===== src/pkg/ivc_pkg.sv =====
// constants, types and vector map for the interrupt vector controller
// assumes one system clock and a synchronous, active-high device reset
// Notes on behaviour
// all requests merge into one core request
// seven user levels, ties by natural order
// every source owns its own vector
// fixed entry latency, independent of source
// primary table at 000004h, 126 vectors
// each vector supplies a 24-bit routine address
// lower vector number wins natural priority
// 21 sources and 4 traps implemented
// select bit 15 moves fetches to alternate
// alternate address equals primary plus 0x100
// software fills unused alternate with primary
// reset bypasses controller, start at zero
// software points unused slots at default handler
// request n is vector n+8, 0x14+2n
// external lines 1 and 2 at 20, 29
// timer and capture sources at listed numbers
// serial and converter sources at listed numbers
// flag, enable, priority laid out by number
// eight levels per source, zero disables
// reserved request numbers tied inactive
// highest level first, lowest number ties
`default_nettype none
package ivc_pkg;
  ////////////////////////////////////////////////////////////////////////////
  // table geometry
  localparam int          IVC_NUM_IRQ      = 118;          // request slots
  localparam int          IVC_NUM_TRAP     = 8;            // trap slots
  localparam int          IVC_IRQ_W        = 7;            // request number width
  localparam int          IVC_ADDR_W       = 24;           // program address width
  localparam logic [23:0] IVC_PRI_BASE     = 24'h000004;   // primary table start
  localparam logic [23:0] IVC_ALT_OFS      = 24'h000100;   // alternate table offset
  localparam logic [23:0] IVC_RESET_ADDR   = 24'h000000;   // reset entry
  localparam logic [6:0]  IVC_VEC_OFS      = 7'h08;        // request to vector offset
  localparam int          IVC_ALT_SEL_BIT  = 15;           // select bit in control two
  localparam int          IVC_ENTRY_LAT    = 2;            // fixed entry latency
  localparam logic [2:0]  IVC_LVL_OFF      = 3'h0;         // level 0 never taken

  ////////////////////////////////////////////////////////////////////////////
  // request numbers of implemented sources
  localparam int IRQ_EXT0   = 0;
  localparam int IRQ_CAP1   = 1;
  localparam int IRQ_CMP1   = 2;
  localparam int IRQ_TMR1   = 3;
  localparam int IRQ_CAP2   = 5;
  localparam int IRQ_CMP2   = 6;
  localparam int IRQ_TMR2   = 7;
  localparam int IRQ_TMR3   = 8;
  localparam int IRQ_SPIERR = 9;
  localparam int IRQ_SPIDN  = 10;
  localparam int IRQ_RX     = 11;
  localparam int IRQ_TX     = 12;
  localparam int IRQ_CONV   = 13;
  localparam int IRQ_TWSLV  = 16;
  localparam int IRQ_TWMST  = 17;
  localparam int IRQ_PCN    = 19;
  localparam int IRQ_EXT1   = 20;
  localparam int IRQ_CAP7   = 22;
  localparam int IRQ_CAP8   = 23;
  localparam int IRQ_EXT2   = 29;
  localparam int IRQ_UERR   = 65;

  // implemented request slots, one bit per request number
  localparam logic [117:0] IVC_IMPL_MASK =
    (118'h1 << IRQ_EXT0) | (118'h1 << IRQ_CAP1) | (118'h1 << IRQ_CMP1) |
    (118'h1 << IRQ_TMR1) | (118'h1 << IRQ_CAP2) | (118'h1 << IRQ_CMP2) |
    (118'h1 << IRQ_TMR2) | (118'h1 << IRQ_TMR3) | (118'h1 << IRQ_SPIERR) |
    (118'h1 << IRQ_SPIDN) | (118'h1 << IRQ_RX) | (118'h1 << IRQ_TX) |
    (118'h1 << IRQ_CONV) | (118'h1 << IRQ_TWSLV) | (118'h1 << IRQ_TWMST) |
    (118'h1 << IRQ_PCN) | (118'h1 << IRQ_EXT1) | (118'h1 << IRQ_CAP7) |
    (118'h1 << IRQ_CAP8) | (118'h1 << IRQ_EXT2) | (118'h1 << IRQ_UERR);

  // trap slots 1..4 implemented
  localparam logic [7:0] IVC_TRAP_MASK = 8'h1e;

  // arbitration state
  typedef enum logic [1:0] {IVC_IDLE, IVC_FETCH, IVC_ACTIVE} ivc_state_t;
endpackage : ivc_pkg
`default_nettype wire


===== src/core/ivc_controller.sv =====
// interrupt vector controller: arbitration and vector address generation
// assumes synchronous request levels, core acknowledges with a pulse
`default_nettype none
module ivc_controller
  import ivc_pkg::*;
#(
  parameter int NUM_IRQ = IVC_NUM_IRQ
) (
  // clock and reset
  input  wire logic                  clk,
  input  wire logic                  reset,
  // request side: flags, enables, levels in request order
  input  wire logic [NUM_IRQ-1:0]    irq_flag,
  input  wire logic [NUM_IRQ-1:0]    irq_enable,
  input  wire logic [3*NUM_IRQ-1:0]  irq_level,
  input  wire logic [7:0]            trap_req,
  // control register two image
  input  wire logic [15:0]           interrupt_control_two,
  // current core level, 4 bits (traps above 7)
  input  wire logic [3:0]            cpu_level,
  // core side
  output logic                       core_irq,
  output logic [6:0]                 vec_num,
  output logic [3:0]                 vec_level,
  output logic [23:0]                vec_addr,
  output logic                       vec_valid,
  input  wire logic                  core_ack,
  input  wire logic                  core_return,
  // reset entry
  output logic [23:0]                reset_pc
);

  // elaboration check: the implemented mask is sized for the full request table
  if (NUM_IRQ != IVC_NUM_IRQ) begin : g_bad_num_irq
    $error("ivc: NUM_IRQ must be 118");
  end

  ////////////////////////////////////////////////////////////////////////////
  // masking of reserved slots
  // reserved numbers are gated here, not at the sources, so a stray flag
  // from an unused peripheral slot can never take part in arbitration
  // traps outside the implemented set are dropped the same way
  // flags and enables line up bit for bit with request numbers
  logic [NUM_IRQ-1:0] live;        // pending, enabled, implemented
  logic [7:0]         trap_live;   // implemented traps only
  assign live      = irq_flag & irq_enable & IVC_IMPL_MASK;
  assign trap_live = trap_req & IVC_TRAP_MASK;

  ////////////////////////////////////////////////////////////////////////////
  // combinational winner search: level first, then lowest number
  // one long priority chain over all request slots; it costs depth, but
  // keeps the answer ready in the same cycle the core acknowledges
  // a pipelined tree would shorten the path at the price of a stale winner
  // the result only matters while idle, since it is latched at acceptance
  // level zero is treated as disabled and never enters the compare
  // traps are scanned first and block every user level afterwards
  logic [6:0] best_vec;   // winning vector number
  logic [3:0] best_lvl;   // winning level
  logic       best_any;   // a candidate exists
  always_comb begin
    logic [2:0] lv;
    lv       = 3'h0;
    best_vec = 7'h00;
    best_lvl = 4'h0;
    best_any = 1'b0;
    // traps beat every user level, lowest trap first
    for (int t = IVC_NUM_TRAP - 1; t >= 0; t--) begin
      if (trap_live[t]) begin
        best_vec = 7'(t);
        best_lvl = 4'h8;
        best_any = 1'b1;
      end
    end
    // scan high to low number so equal levels keep the lower one
    for (int n = NUM_IRQ - 1; n >= 0; n--) begin
      lv = irq_level[3*n +: 3];
      if (live[n] && lv != IVC_LVL_OFF && {1'b0, lv} >= best_lvl &&
          !(best_lvl == 4'h8)) begin
        best_vec = 7'(n) + IVC_VEC_OFS;
        best_lvl = {1'b0, lv};
        best_any = 1'b1;
      end
    end
  end

  // request only when the winner beats the running level
  // equal level does not interrupt: the core must finish what it runs
  // traps at level 8 still pass a core running at level 7
  logic req_now;
  assign req_now = best_any && (best_lvl > cpu_level);

  ////////////////////////////////////////////////////////////////////////////
  // vector address: base + 2*vector, plus alternate offset
  // each entry is two address units wide, hence the shift by one
  // the alternate offset never carries past bit 8 for any legal vector
  // so both tables share every low address bit
  function automatic logic [23:0] vec_to_addr(input logic [6:0] v, input logic alt);
    logic [23:0] a;
    a = IVC_PRI_BASE + {16'h0000, v, 1'b0};
    if (alt) begin
      a = a + IVC_ALT_OFS;
    end
    return a;
  endfunction : vec_to_addr

  ////////////////////////////////////////////////////////////////////////////
  // entry sequencer: fixed latency from ack to vector valid
  // the countdown does not depend on the winner, its level or the table,
  // so every source sees the same number of cycles before its vector
  // acknowledges outside idle are ignored; the core must wait for return
  // the return pulse is only honoured once the vector has been presented
  // a stuck encoding falls back to idle through the default branch
  ivc_state_t state_r;
  logic [1:0] lat_r;    // entry latency counter
  always_ff @(posedge clk) begin
    if (reset) begin
      state_r <= IVC_IDLE;
      lat_r   <= 2'h0;
    end else begin
      case (state_r)
        IVC_IDLE: begin
          if (req_now && core_ack) begin
            state_r <= IVC_FETCH;
            lat_r   <= 2'(IVC_ENTRY_LAT - 1);
          end
        end
        IVC_FETCH: begin
          if (lat_r == 2'h0) begin
            state_r <= IVC_ACTIVE;
          end else begin
            lat_r <= lat_r - 2'h1;
          end
        end
        IVC_ACTIVE: begin
          if (core_return) begin
            state_r <= IVC_IDLE;
          end
        end
        default: state_r <= IVC_IDLE;
      endcase
    end
  end

  ////////////////////////////////////////////////////////////////////////////
  // latch the winner at acknowledge so the vector cannot change mid entry
  // the select bit is sampled here as well: flipping it during a service
  // only affects the next acceptance, never the vector in flight
  // after reset the address shows the fixed start entry
  always_ff @(posedge clk) begin
    if (reset) begin
      vec_num   <= 7'h00;
      vec_level <= 4'h0;
      vec_addr  <= IVC_RESET_ADDR;
    end else if (state_r == IVC_IDLE && req_now && core_ack) begin
      vec_num   <= best_vec;
      vec_level <= best_lvl;
      vec_addr  <= vec_to_addr(best_vec, interrupt_control_two[IVC_ALT_SEL_BIT]);
    end
  end

  // request level stands while idle and a winner outranks the core
  // it drops as soon as the entry starts, so the core sees one request
  // per acceptance and cannot acknowledge twice
  assign core_irq  = (state_r == IVC_IDLE) && req_now;
  assign vec_valid = (state_r == IVC_ACTIVE);
  // reset never passes the arbiter: start address is fixed
  assign reset_pc  = IVC_RESET_ADDR;

  ////////////////////////////////////////////////////////////////////////////
  // assertions
  // shadow copy of the winner at acceptance, used only by the checks
  // below to compare against what the core is finally shown
  logic [6:0] cap_vec_q;   // winner seen at acceptance
  logic [3:0] cap_lvl_q;
  always_ff @(posedge clk) begin
    if (reset) begin
      cap_vec_q <= 7'h00;
      cap_lvl_q <= 4'h0;
    end else if (state_r == IVC_IDLE && core_irq && core_ack) begin
      cap_vec_q <= best_vec;
      cap_lvl_q <= best_lvl;
    end
  end

  fixed_entry_a: assert property (@(posedge clk) disable iff (reset)
    core_irq && core_ack |-> !vec_valid ##1 !vec_valid ##1 !vec_valid ##1 vec_valid)
    else $error("entry latency not fixed");
  single_request_a: assert property (@(posedge clk) disable iff (reset)
    core_irq |-> best_any && best_lvl > cpu_level)
    else $error("request without qualifying source");
  alt_address_a: assert property (@(posedge clk) disable iff (reset)
    vec_valid && interrupt_control_two[IVC_ALT_SEL_BIT] && $stable(interrupt_control_two)
      && vec_num >= IVC_VEC_OFS |-> vec_addr[8] == 1'b1 || vec_addr >= 24'h000104)
    else $error("alternate address wrong");
  irq_map_a: assert property (@(posedge clk) disable iff (reset)
    $rose(vec_valid) && vec_level != 4'h8 |->
      vec_addr[7:0] == 8'(IVC_PRI_BASE + {17'h0, vec_num, 1'b0}))
    else $error("vector address not 0x14 + 2n");
  reserved_quiet_a: assert property (@(posedge clk) disable iff (reset)
    (irq_flag & IVC_IMPL_MASK) == '0 && trap_live == 8'h0 |-> !core_irq)
    else $error("reserved slot raised request");
  level_zero_a: assert property (@(posedge clk) disable iff (reset)
    core_irq && trap_live == 8'h0 |-> best_lvl != 4'h0)
    else $error("level zero source taken");
  vector_stable_a: assert property (@(posedge clk) disable iff (reset)
    $rose(vec_valid) |-> vec_num == cap_vec_q && vec_level == cap_lvl_q)
    else $error("vector changed during entry");
  trap_first_a: assert property (@(posedge clk) disable iff (reset)
    trap_live != 8'h0 && core_irq |-> best_vec < IVC_VEC_OFS)
    else $error("trap not ranked first");
  reset_entry_a: assert property (@(posedge clk)
    reset |=> vec_addr == IVC_RESET_ADDR && !vec_valid)
    else $error("reset entry not zero");

  ////////////////////////////////////////////////////////////////////////////
  // further checks on the core side: what the core may rely on between
  // acceptance and return, and how the latched vector relates to the table
  // these watch outputs and internal state, plus the core's ack and return, the cpu level and control register two inputs

  // no new request while an entry or a service is in progress
  busy_quiet_a: assert property (@(posedge clk) disable iff (reset)
    state_r != IVC_IDLE |-> !core_irq)
    else $error("request raised while busy");

  // the vector stays valid until the core says it is done
  valid_held_a: assert property (@(posedge clk) disable iff (reset)
    vec_valid && !core_return |=> vec_valid)
    else $error("vector valid dropped early");

  // a return ends the service on the next edge
  return_ends_a: assert property (@(posedge clk) disable iff (reset)
    vec_valid && core_return |=> !vec_valid)
    else $error("vector valid outlived return");

  // the vector is only presented after the fetch countdown
  fetch_first_a: assert property (@(posedge clk) disable iff (reset)
    $rose(vec_valid) |-> $past(state_r) == IVC_FETCH)
    else $error("vector valid without fetch");

  // the latched vector does not move while it is being served
  vector_hold_a: assert property (@(posedge clk) disable iff (reset)
    vec_valid && $past(vec_valid) |-> $stable(vec_addr) && $stable(vec_num))
    else $error("vector moved during service");

  // a trap vector always carries the trap level
  trap_level_a: assert property (@(posedge clk) disable iff (reset)
    $rose(vec_valid) && vec_num < IVC_VEC_OFS |-> vec_level == 4'h8)
    else $error("trap vector without trap level");

  // a user vector never lands inside the trap slots
  user_vector_a: assert property (@(posedge clk) disable iff (reset)
    $rose(vec_valid) && vec_level != 4'h8 |-> vec_num >= IVC_VEC_OFS)
    else $error("user vector inside trap slots");

  // a user vector carries one of the seven live levels
  user_level_a: assert property (@(posedge clk) disable iff (reset)
    $rose(vec_valid) && vec_level != 4'h8 |-> vec_level != 4'h0 && vec_level <= 4'h7)
    else $error("user level out of range");

  // every vector address is word aligned
  addr_align_a: assert property (@(posedge clk) disable iff (reset)
    $rose(vec_valid) |-> (vec_addr & 24'h000001) == 24'h000000)
    else $error("vector address not aligned");

  // the taken level outranks the level the core ran at acceptance
  outrank_a: assert property (@(posedge clk) disable iff (reset)
    state_r == IVC_IDLE && core_irq && core_ack |=> vec_level > $past(cpu_level))
    else $error("taken level not above core level");

  // select bit set at acceptance picks the alternate table, primary plus 0x100
  alt_select_a: assert property (@(posedge clk) disable iff (reset)
    core_irq && core_ack && interrupt_control_two[IVC_ALT_SEL_BIT]
      |=> (vec_addr & IVC_ALT_OFS) != 24'h000000)
    else $error("alternate table not used");

  // select bit clear keeps every vector inside the primary table
  primary_select_a: assert property (@(posedge clk) disable iff (reset)
    core_irq && core_ack && !interrupt_control_two[IVC_ALT_SEL_BIT]
      |=> (vec_addr & IVC_ALT_OFS) == 24'h000000 && vec_addr >= IVC_PRI_BASE)
    else $error("primary vector outside table");

  // only implemented traps can win
  trap_impl_a: assert property (@(posedge clk) disable iff (reset)
    core_irq && best_lvl == 4'h8 |-> IVC_TRAP_MASK[best_vec[2:0]])
    else $error("unimplemented trap won");

  ////////////////////////////////////////////////////////////////////////////
  // coverage of the main scenarios: plain entry, alternate table, traps,
  // return, and a request that outranks a busy core level
  entry_seen_c: cover property (@(posedge clk) disable iff (reset) $rose(vec_valid));
  alt_seen_c: cover property (@(posedge clk) disable iff (reset)
    $rose(vec_valid) && interrupt_control_two[IVC_ALT_SEL_BIT]);
  trap_seen_c: cover property (@(posedge clk) disable iff (reset)
    core_irq && best_lvl == 4'h8);
  return_seen_c: cover property (@(posedge clk) disable iff (reset)
    vec_valid && core_return);
  nested_seen_c: cover property (@(posedge clk) disable iff (reset)
    core_irq && core_ack && cpu_level != 4'h0);

endmodule : ivc_controller
`default_nettype wire


===== config.mk =====
export PLATFORM = sky130hd
export DESIGN_NAME = ivc_controller
export DESIGN_NICKNAME = d
export VERILOG_FILES = /design/src/pkg/ivc_pkg.sv /design/src/core/ivc_controller.sv
export SDC_FILE = /design/constraint.sdc
export NUM_CORES = 1
export LEC_CHECK = 0
export BUFFER_PORTS_ARGS = -buffer_cell sky130_fd_sc_hd__buf_2
export CAP_MARGIN = 5
export CELL_PAD_IN_SITES_DETAIL_PLACEMENT = 1
export CELL_PAD_IN_SITES_GLOBAL_PLACEMENT = 2
export CORE_AREA = 2 2 268 270
export DETAILED_ROUTE_END_ITERATION = 10
export DIE_AREA = 0 0 270 272
export PLACE_DENSITY = 0.54
export SYNTH_ARGS = -nofsm -noshare
export SYNTH_HDL_FRONTEND = slang
export SYNTH_SLANG_ARGS = --single-unit

===== constraint.sdc =====
create_clock -name clk -period 81 [get_ports clk]
set_input_delay 4.05 -clock clk [delete_from_list [all_inputs] [get_ports clk]]
set_output_delay 4.05 -clock clk [all_outputs]
set_load 0.02 [all_outputs]

==> summary.txt, run 1 <==
Fin Clk Skew -> 0.00640 ns
fin nets -> 1466
chip width -> 270 µm
Yosys top cell area share -> 17.4%
Yosys cell types -> 89
Area contributors post-synth -> ha_1, dfxtp_1, buf_4, nand2_1, a21oi_1
vias after detailed routing -> 5310
PostCTS Resize Cnt -> 0
Synth Flop Type -> dfxtp_1
Leak -> 2.72 nW
layout cells sized above 1 -> 24.1%
vias per cell -> 3.07
Non-Filler Instances -> 1729
Routed met2 length -> 10400 µm
Crit Path Category -> input port to primary output
max-slew violations -> 0
slew margin rel. -> 39.2%
GRT Total Usage -> 6.39%
Top Layer Used -> met5
worst setup path endpoint -> core_irq
EDFF count, synth -> 0
Initial DRC Count -> 173
die height -> 272 µm
first-pass GRT wire length -> 35200 µm
largest net degree at the start of global routing -> 24
final-report setup violation count -> 0
drt total wl -> 24400 µm
initial antenna violation count -> 10
dpl cell area -> 6480 µm²
yosys warns -> 0
setup TNS -> 0 ns
min Tclk post-route -> 39.78 ns
grt ovf -> 0
clock root buffer -> clkbuf_16
maxcap violations -> 0
critical path's slowest cell -> nor3b_1
P&R area growth vs syn -> 36.5%
hold_buf cts -> 0
RR Endpoint -> vec_level[2]
Crit path top cell by count -> ha_1
sequential cell area -> 460 µm²
Pre-Repair DR Iteration Count -> 4
Core ar. -> 70800 µm²
RSZ-0062 raised after global routing -> no
final period utilization -> 49.1%
met3 wire length -> 1470 µm
synth cell count leaders -> ha_1, nand2_1, nor2_1
Worst R2R Setup Slack -> 78.46 ns
Bufs on Longest Clock Path -> 2
status -> finished clean
most common cell in the synthesized netlist -> ha_1
Worst Reg-to-Reg Cells -> 7
maximum vdd ir drop -> 5.86 µV
die area -> 73400 µm²
CP arrival -> 35.73 ns
crit path launch -> irq_level[197]
Crit. End Element -> primary output
Power Dens Cells -> 7.40 nW/µm²
Worst path max stage delay -> 0.64 ns
Cells after Synth -> 647
Starting Density -> 6.80%
Seq cells post-synth -> 23
clock sink count -> 23
CP Launch Type -> input port
Reg clk slew, reported paths -> 0.06 ns
Setup Fix Bufs, Post-CTS -> 0
DP Cell Count -> 1722
worst slew pin tran -> 0.901 ns
residual DRC count -> 0
post-route cell area -> 6570 µm²
mapped cell area -> 4810 µm²
CP Data Required Time -> 76.95 ns
vias in the first global route -> 5381
Layout fillers -> 8577
num ports -> 683
Avg WL per Cell -> 14.1 µm
Reg-to-Reg Start -> state_r[1]
H-tree levels -> 1
Max Fanout on Critical Path -> 15
synthesized area per cell -> 7.43 µm²
Max Fclk -> 25.1 MHz
CTS buffer count -> 3
post-synthesis sequential area ratio -> 9.58%
M1 wire length -> 12400 µm
Post-DP HPWL -> 21600 µm
GPL Wtd Cong -> 0.747
largest area contributor in the netlist -> ha_1
CTS tree -> done
post-synthesis async set-or-reset flop share -> 0%
Hold Vio Cnt, Final -> 0
num rows -> 98
Worst-Skew Late Latency -> 0.27 ns
HP Class -> register to register
Routed Antenna Nets -> 0
area occupied by multi-input gates -> 3960 µm²
buffers added on ports -> 139
-- layout by cell type (no fill, tap or decap), types with 9 or more instances in the layout --
| master | synthesis | final |
|---|---|---|
| nand3_1 | 21 | 21 |
| o21ai_0 | 25 | 25 |
| nor3_1 | 13 | 13 |
| nor2_1 | 48 | 48 |
| nand2_1 | 66 | 66 |
| nand2b_1 | 12 | 12 |
| dfxtp_1 | 23 | 23 |
| o21a_1 | 13 | 13 |
| nor2b_1 | 13 | 13 |
| o211ai_1 | 9 | 9 |
| mux2i_1 | 13 | 13 |
| buf_2 | 7 | 139 |
| conb_1 | 1 | 40 |
| a21oi_1 | 44 | 44 |
| inv_1 | 38 | 38 |
| ha_1 | 67 | 67 |
| a21o_1 | 12 | 12 |
-- where the power goes --
group / internal, mW / switching (mW)
sequential: 0.0119 / 0.000498
combinational: 0.00905 / 0.0159
clock: 0.00666 / 0.00459
-- kinds of logic after synthesis --
family                     after synthesis  share of synthesized area, %
and+or+nand+nor                        239                          25.9
AOI/OAI and AO/OA                      201                          31.5
buffers and inverters                   96                          11.2
adders and majority gates               67                          17.4
DFF                                     23                          9.58
muxes                                   18                          3.88
xor gates and xnor gates                 2                         0.364
other                                    1                        0.0780
-- critical path, delay by kind of cell --
kind / cells / cell delay (ns)
AOI/OAI and AO/OA: 49 / 11.60
adders and majority gates: 21 / 5.89
buffers and inverters: 4 / 0.51
muxes: 5 / 1.70
and+or+nand+nor: 56 / 11.92
-- worst min-delay path by stage --
stage / to / slack [ns] / cells after the start / start
finish: vec_addr[8] / 0.46 / 2 / vec_addr[8]
global route: vec_addr[4] / 0.48 / 2 / vec_addr[4]
CTS: vec_addr[3] / 0.46 / 2 / vec_addr[3]
detailed placement: vec_addr[4] / 0.45 / 2 / vec_addr[4]
global placement: vec_addr[4] / 0.44 / 2 / vec_addr[4]
floorplan: lat_r[1] / 0.46 / 2 / lat_r[1]
-- flip-flops by register name (all words and copies together) (netlist names) --
signal,cells
state_r,2
lat_r,2
vec_addr,8
vec_num,7
vec_level,4
-- layout make-up --
| class | count | share of cell area, % |
|---|---|---|
| Antenna cell | 3 | 0.114 |
| Clock buffer | 3 | 1.14 |
| Clock inverter | 1 | 0.0762 |
| Inverter | 39 | 2.23 |
| Multi-Input combinational cell | 567 | 60.3 |
| Sequential cell | 23 | 7.01 |
| Tap cell | 950 | 18.1 |
| Timing Repair Buffer | 143 | 11.1 |
-- per-layer routing --
metal / vias up / global-route usage [%]
li1: 2596 / -
met1: 2532 / 9.31
met2: 165 / 9.94
met3: 13 / 1.23
met4: 4 / 0.702
met5: - / 0
-- per-stage QoR --
stage	power (mW)	util [%]	hold slack (ns)	setup slack, ns
2_1_floorplan	0.0288	-	0.464	46.57
3_3_place_gp	0.0376	9.16	0.443	41.23
3_5_place_dp	0.0382	9.16	0.449	40.73
4_1_cts	0.0501	9.27	0.461	40.62
5_1_grt	0.0531	9.27	0.482	38.04
6_report	0.0486	9.28	0.461	41.22
Power figures use the tool's default switching activity.
==> inputs of run 2 (changes only) <==
ABC_AREA = 1   (was default)
CORE_AREA = 2 2 265 267   (was 2 2 268 270)
DIE_AREA = 0 0 267 269   (was 0 0 270 272)
PLACE_DENSITY = 0.58   (was 0.54)
clock period = 36.4 ns   (was 81 ns; I/O delays follow)
==> summary.txt, run 2 <==
hold_buf cts -> 0
Fin Clk Skew -> 0.00580 ns
EDFF count, synth -> 0
Setup Fix Bufs, Post-CTS -> 0
chip width -> 267 µm
most common cell after layout, fill and taps aside -> nand2_1
vias after detailed routing -> 5074
clock sink count -> 23
Pwr Total -> 0.107 mW
die area -> 71800 µm²
Worst path max stage delay -> 0.34 ns
Starting Density -> 6.51%
Hold Vio Cnt, Final -> 0
residual DRC count -> 0
top flop regs -> vec_addr: 8 flops, vec_num: 7 flops, vec_level: 4 flops
most frequent cells in the layout -> nand2_1, inv_1, buf_2
Initial DRC Count -> 109
Crit. End Element -> primary output
synth cell count leaders -> nand2_1, inv_1, ha_1
most common cell in the synthesized netlist -> nand2_1
initial antenna violation count -> 12
Leak -> 3.29 nW
final-report setup violation count -> 0
setup TNS -> 0 ns
Area contributors post-synth -> ha_1, nand2_1, inv_1, dfxtp_1, nand3_1
CP Launch Type -> input port
final period utilization -> 79.2%
buffers added on ports -> 139
yosys warns -> 0
Seq cells post-synth -> 23
largest area contributor in the netlist -> ha_1
CTS tree -> done
CP bufs+invs -> 35
Cells after Synth -> 747
Power Dens Cells -> 17.1 nW/µm²
Top reg by flops -> vec_addr
clock root buffer -> clkbuf_16
PostCTS Resize Cnt -> 0
Post-DP HPWL -> 19500 µm
Avg WL per Cell -> 11.7 µm
post-synthesis async set-or-reset flop share -> 0%
Max Fclk -> 34.7 MHz
vias per cell -> 2.78
CP arrival -> 27.03 ns
Routed Antenna Nets -> 0
P&R area growth vs syn -> 39.3%
worst slew pin tran -> 0.760 ns
DP Worst Slack -> 7.09 ns
HP Class -> register to register
CP Data Required Time -> 34.58 ns
vias in the first global route -> 5131
fin nets -> 1572
Setup WS post-layout -> 7.55 ns
Reg clk slew, reported paths -> 0.06 ns
drt total wl -> 21300 µm
GPL Wtd Cong -> 0.753
grt ovf -> 0
Synth Flop Type -> dfxtp_1
Crit Path Category -> input port to primary output
RSZ-0062 raised after global routing -> no
H-tree levels -> 1
Crit path top cell by count -> nand2_1
num ports -> 683
min Tclk post-route -> 28.85 ns
Core ar. -> 69300 µm²
Yosys cell types -> 37
CTS buffer count -> 3
synthesized area per cell -> 6.04 µm²
num rows -> 97
slew margin rel. -> 49.0%
first-pass GRT wire length -> 31000 µm
fin util -> 9.07%
die height -> 269 µm
cell family contributing the most delay on the critical path -> simple AND/OR/NAND/NOR gates
maxcap violations -> 0
largest net degree at the start of global routing -> 24
max-slew violations -> 0
mapped cell area -> 4510 µm²
Worst-Skew Late Latency -> 0.26 ns
Bufs on Longest Clock Path -> 2
max reg flops -> 8
Pre-Repair DR Iteration Count -> 4
post-synthesis sequential area ratio -> 10.2%
GRT Total Usage -> 5.80%
status -> finished clean
Yosys top cell area share -> 18.6%
layout cells sized above 1 -> 19.7%
critical path's slowest cell -> inv_2
maximum vdd ir drop -> 13.9 µV
Max Fanout on Critical Path -> 12
-- run 2: cell count changes in the layout (fill, tap and decap cells not counted), moves of 13 or more --
cell / previous run / this run
and2_1: 7 / 25
a21boi_0: 2 / 16
nand2_1: 66 / 194
a21oi_1: 44 / 22
nand3_1: 21 / 65
mux2i_1: 13 / 0
inv_1: 38 / 149
nor2_1: 48 / 21
nor2b_1: 13 / 0
nand3_2: 2 / 18
-- run 2: area by class of cell --
class                   count  area (µm²)
fillers                  8550       63000
multi-input cells         559        3270
well taps                 940        1180
repair buffers            140         703
inverters                 156         586
flip-flops and latches     23         460
clock buffers               4        78.8
diodes                      4        10.0
-- run 2: kinds of logic after synthesis --
| family | count (synthesis) | share of synthesized area [%] |
|---|---|---|
| and+or+nand+nor | 349 | 36.1 |
| buffers and inverters | 204 | 20.6 |
| AOI/OAI and AO/OA | 102 | 14.2 |
| adders and majority gates | 67 | 18.6 |
| DFF | 23 | 10.2 |
| xor gates and xnor gates | 1 | 0.194 |
| other | 1 | 0.0831 |
-- run 2: metrics by stage --
step / hold WS (ns) / cells / instance area [µm²]
2_1_floorplan: 0.443 / 786 / 4660
3_3_place_gp: 0.442 / 1818 / 6200
3_5_place_dp: 0.444 / 1818 / 6200
4_1_cts: 0.453 / 1822 / 6270
5_1_grt: 0.474 / 1825 / 6280
6_report: 0.454 / 1826 / 6280
-- run 2: worst min-delay path, cell delays in order, from the launching register on --
cell and delay [ns]:
dfxtp_1 0.31, inv_1 0.05, a21oi_1 0.05
-- run 2: path summary, 6_finish.rpt --
| path | cells past startpoint | end | slack [ns] | from |
|---|---|---|---|---|
| worst max-delay path | 186 | core_irq | 7.55 | trap_req[3] |
| worst min-delay path | 2 | vec_num[6] | 0.45 | vec_num[6] |
| worst max register to register | 8 | vec_addr[5] | 34.04 | state_r[0] |
| worst min register to register | 2 | vec_num[6] | 0.45 | vec_num[6] |
-- run 2: power breakdown --
part | total, mW | switching (mW) | internal [mW]
sequential | 0.0291 | 0.00162 | 0.0275
clock | 0.0241 | 0.00916 | 0.0150
combinational | 0.0542 | 0.0352 | 0.0190
-- run 2: routing by layer --
metal  global-route usage [%]  share of wire (%)
met1                     7.34                 46
met4                     1.40                1.4
met3                     1.21                4.8
met2                     10.0                 48
met5                        0               0.32
==> inputs of run 3 (changes only) <==
ABC_AREA = 0   (was 1)
CORE_AREA = 2 2 262 264   (was 2 2 265 267)
DIE_AREA = 0 0 264 266   (was 0 0 267 269)
PLACE_DENSITY = 0.55   (was 0.58)
clock period = 29.1 ns   (was 36.4 ns; I/O delays follow)
==> summary.txt, run 3 (same netlist as run 1, synthesis figures left out) <==
status -> finished clean
Pwr Total -> 0.159 mW
Crit. End Element -> primary output
worst setup path endpoint -> core_irq
maximum vdd ir drop -> 14.7 µV
WHS -> 0.454 ns
Top reg by flops -> vec_addr
max-slew violations -> 0
Routed Antenna Nets -> 0
initial antenna violation count -> 10
hold_buf cts -> 0
vias per cell -> 3.26
buffers added on ports -> 139
final period utilization -> 95.3%
RR Endpoint -> vec_addr[7]
residual DRC count -> 0
final-report setup violation count -> 0
Worst R2R Setup Slack -> 27.08 ns
P&R area growth vs syn -> 76.2%
fin nets -> 1649
largest net degree at the start of global routing -> 24
min Tclk post-route -> 27.74 ns
Avg WL per Cell -> 14.1 µm
Hold Vio Cnt, Final -> 0
Starting Density -> 7.10%
worst slew pin tran -> 0.850 ns
maxcap violations -> 0
Crit path top cell by count -> ha_1
Worst-Skew Late Latency -> 0.26 ns
post-route cell area -> 8470 µm²
crit path launch -> irq_level[195]
die area -> 70200 µm²
die height -> 266 µm
CP Launch Type -> input port
Max Fclk -> 36.0 MHz
setup TNS -> 0 ns
Max Fanout on Critical Path -> 6
CP arrival -> 26.29 ns
num rows -> 96
critical path's slowest cell -> or4b_4
clock sink count -> 23
H-tree levels -> 1
Core ar. -> 67700 µm²
Layout fillers -> 8214
drt total wl -> 26000 µm
Power Dens Cells -> 18.7 nW/µm²
Worst Reg-to-Reg Cells -> 7
layout cells sized above 1 -> 48.1%
CP Data Required Time -> 27.65 ns
HP Class -> register to register
max reg flops -> 8
Post-DP HPWL -> 22800 µm
chip width -> 264 µm
first-pass GRT wire length -> 37400 µm
CTS buffer count -> 3
top flop regs -> vec_addr: 8 flops, vec_num: 7 flops, vec_level: 4 flops
Initial DRC Count -> 145
GRT Total Usage -> 7.02%
Pre-Repair DR Iteration Count -> 4
Fin Clk Skew -> 0.00256 ns
slew margin rel. -> 42.6%
num ports -> 683
grt ovf -> 0
most common cell after layout, fill and taps aside -> buf_4
clock root buffer -> clkbuf_16
Crit Path Category -> input port to primary output
dpl cell area -> 7570 µm²
Reg-to-Reg Start -> state_r[1]
Worst path max stage delay -> 0.58 ns
vias after detailed routing -> 6006
Leak -> 3.69 nW
CTS tree -> done
Reg clk slew, reported paths -> 0.06 ns
GPL Wtd Cong -> 0.784
vias in the first global route -> 6189
fin util -> 12.5%
Bufs on Longest Clock Path -> 2
most frequent cells in the layout -> buf_4, buf_2, nand2_1, ha_1, nor2_1
-- run 3: cell types whose count changed in the layout (fill, tap and decap cells not counted), moves of 11 or more --
cell	change
nand2_1	-132
nand3_2	-13
inv_1	-112
a21o_1	+11
a21boi_0	-15
nor2b_1	+11
and2_1	-23
nor2_1	+20
o21ai_0	-12
buf_4	+180
a21oi_2	+14
nand3_1	-48
-- run 3: metrics by stage --
stage,std cells,worst slack (ns)
finish,1843,1.36
global route,1841,-0.209
CTS,1817,0.00384
detailed placement,1810,-1.17
global placement,1810,-0.693
floorplan,686,0.0246
-- run 3: per-layer routing --
layer  GRT usage, %  up-vias  wire [µm]
li1               -     2963          -
met1           9.52     2876      12700
met2           11.2      130      11300
met3           2.01       25       1530
met4          0.952       12        356
met5              0        -         77
-- run 3: worst min path at each step --
stage | depth (start not counted) | slack [ns] | to | from
3_3_place_gp | 2 | 0.45 | vec_num[6] | vec_num[6]
4_1_cts | 2 | 0.45 | vec_num[6] | vec_num[6]
3_5_place_dp | 2 | 0.45 | vec_num[6] | vec_num[6]
6_report | 2 | 0.45 | vec_num[6] | vec_num[6]
5_1_grt | 2 | 0.47 | vec_num[6] | vec_num[6]
2_1_floorplan | 2 | 0.46 | lat_r[1] | lat_r[1]
-- run 3: cell type report --
type	instances	area, µm²	share of cell area, %
multi-input combinational	567	4550	53.7
timing repair buffer	326	2130	25.1
tap	882	1100	13.0
sequential	23	460	5.43
inverter	39	146	1.73
clock buffer	4	78.8	0.930
antenna	2	5.00	0.0591
-- run 3: timing repair --
action                     4_1_cts  5_1_grt
pin swaps                        3       76
setup endpoints to repair       23       23
resized for setup               29      105
setup buffers                    3       26
-- run 3: critical path, delay by kind of cell --
| kind | cells | cell delay [ns] |
|---|---|---|
| adder cells (fa/ha/maj) | 20 | 5.42 |
| AND/OR/NAND/NOR | 46 | 7.21 |
| buffers and inverters | 15 | 2.11 |
| multiplexers | 5 | 1.33 |
| AO/OA/AOI/OAI | 56 | 8.68 |
-- run 3: report_power, final --
| group | leakage [nW] | internal [mW] | switching [mW] |
|---|---|---|---|
| Combinational | 3.47 | 0.0410 | 0.0522 |
| Clock | 0.0382 | 0.0187 | 0.0123 |
| Sequential | 0.187 | 0.0332 | 0.00110 |
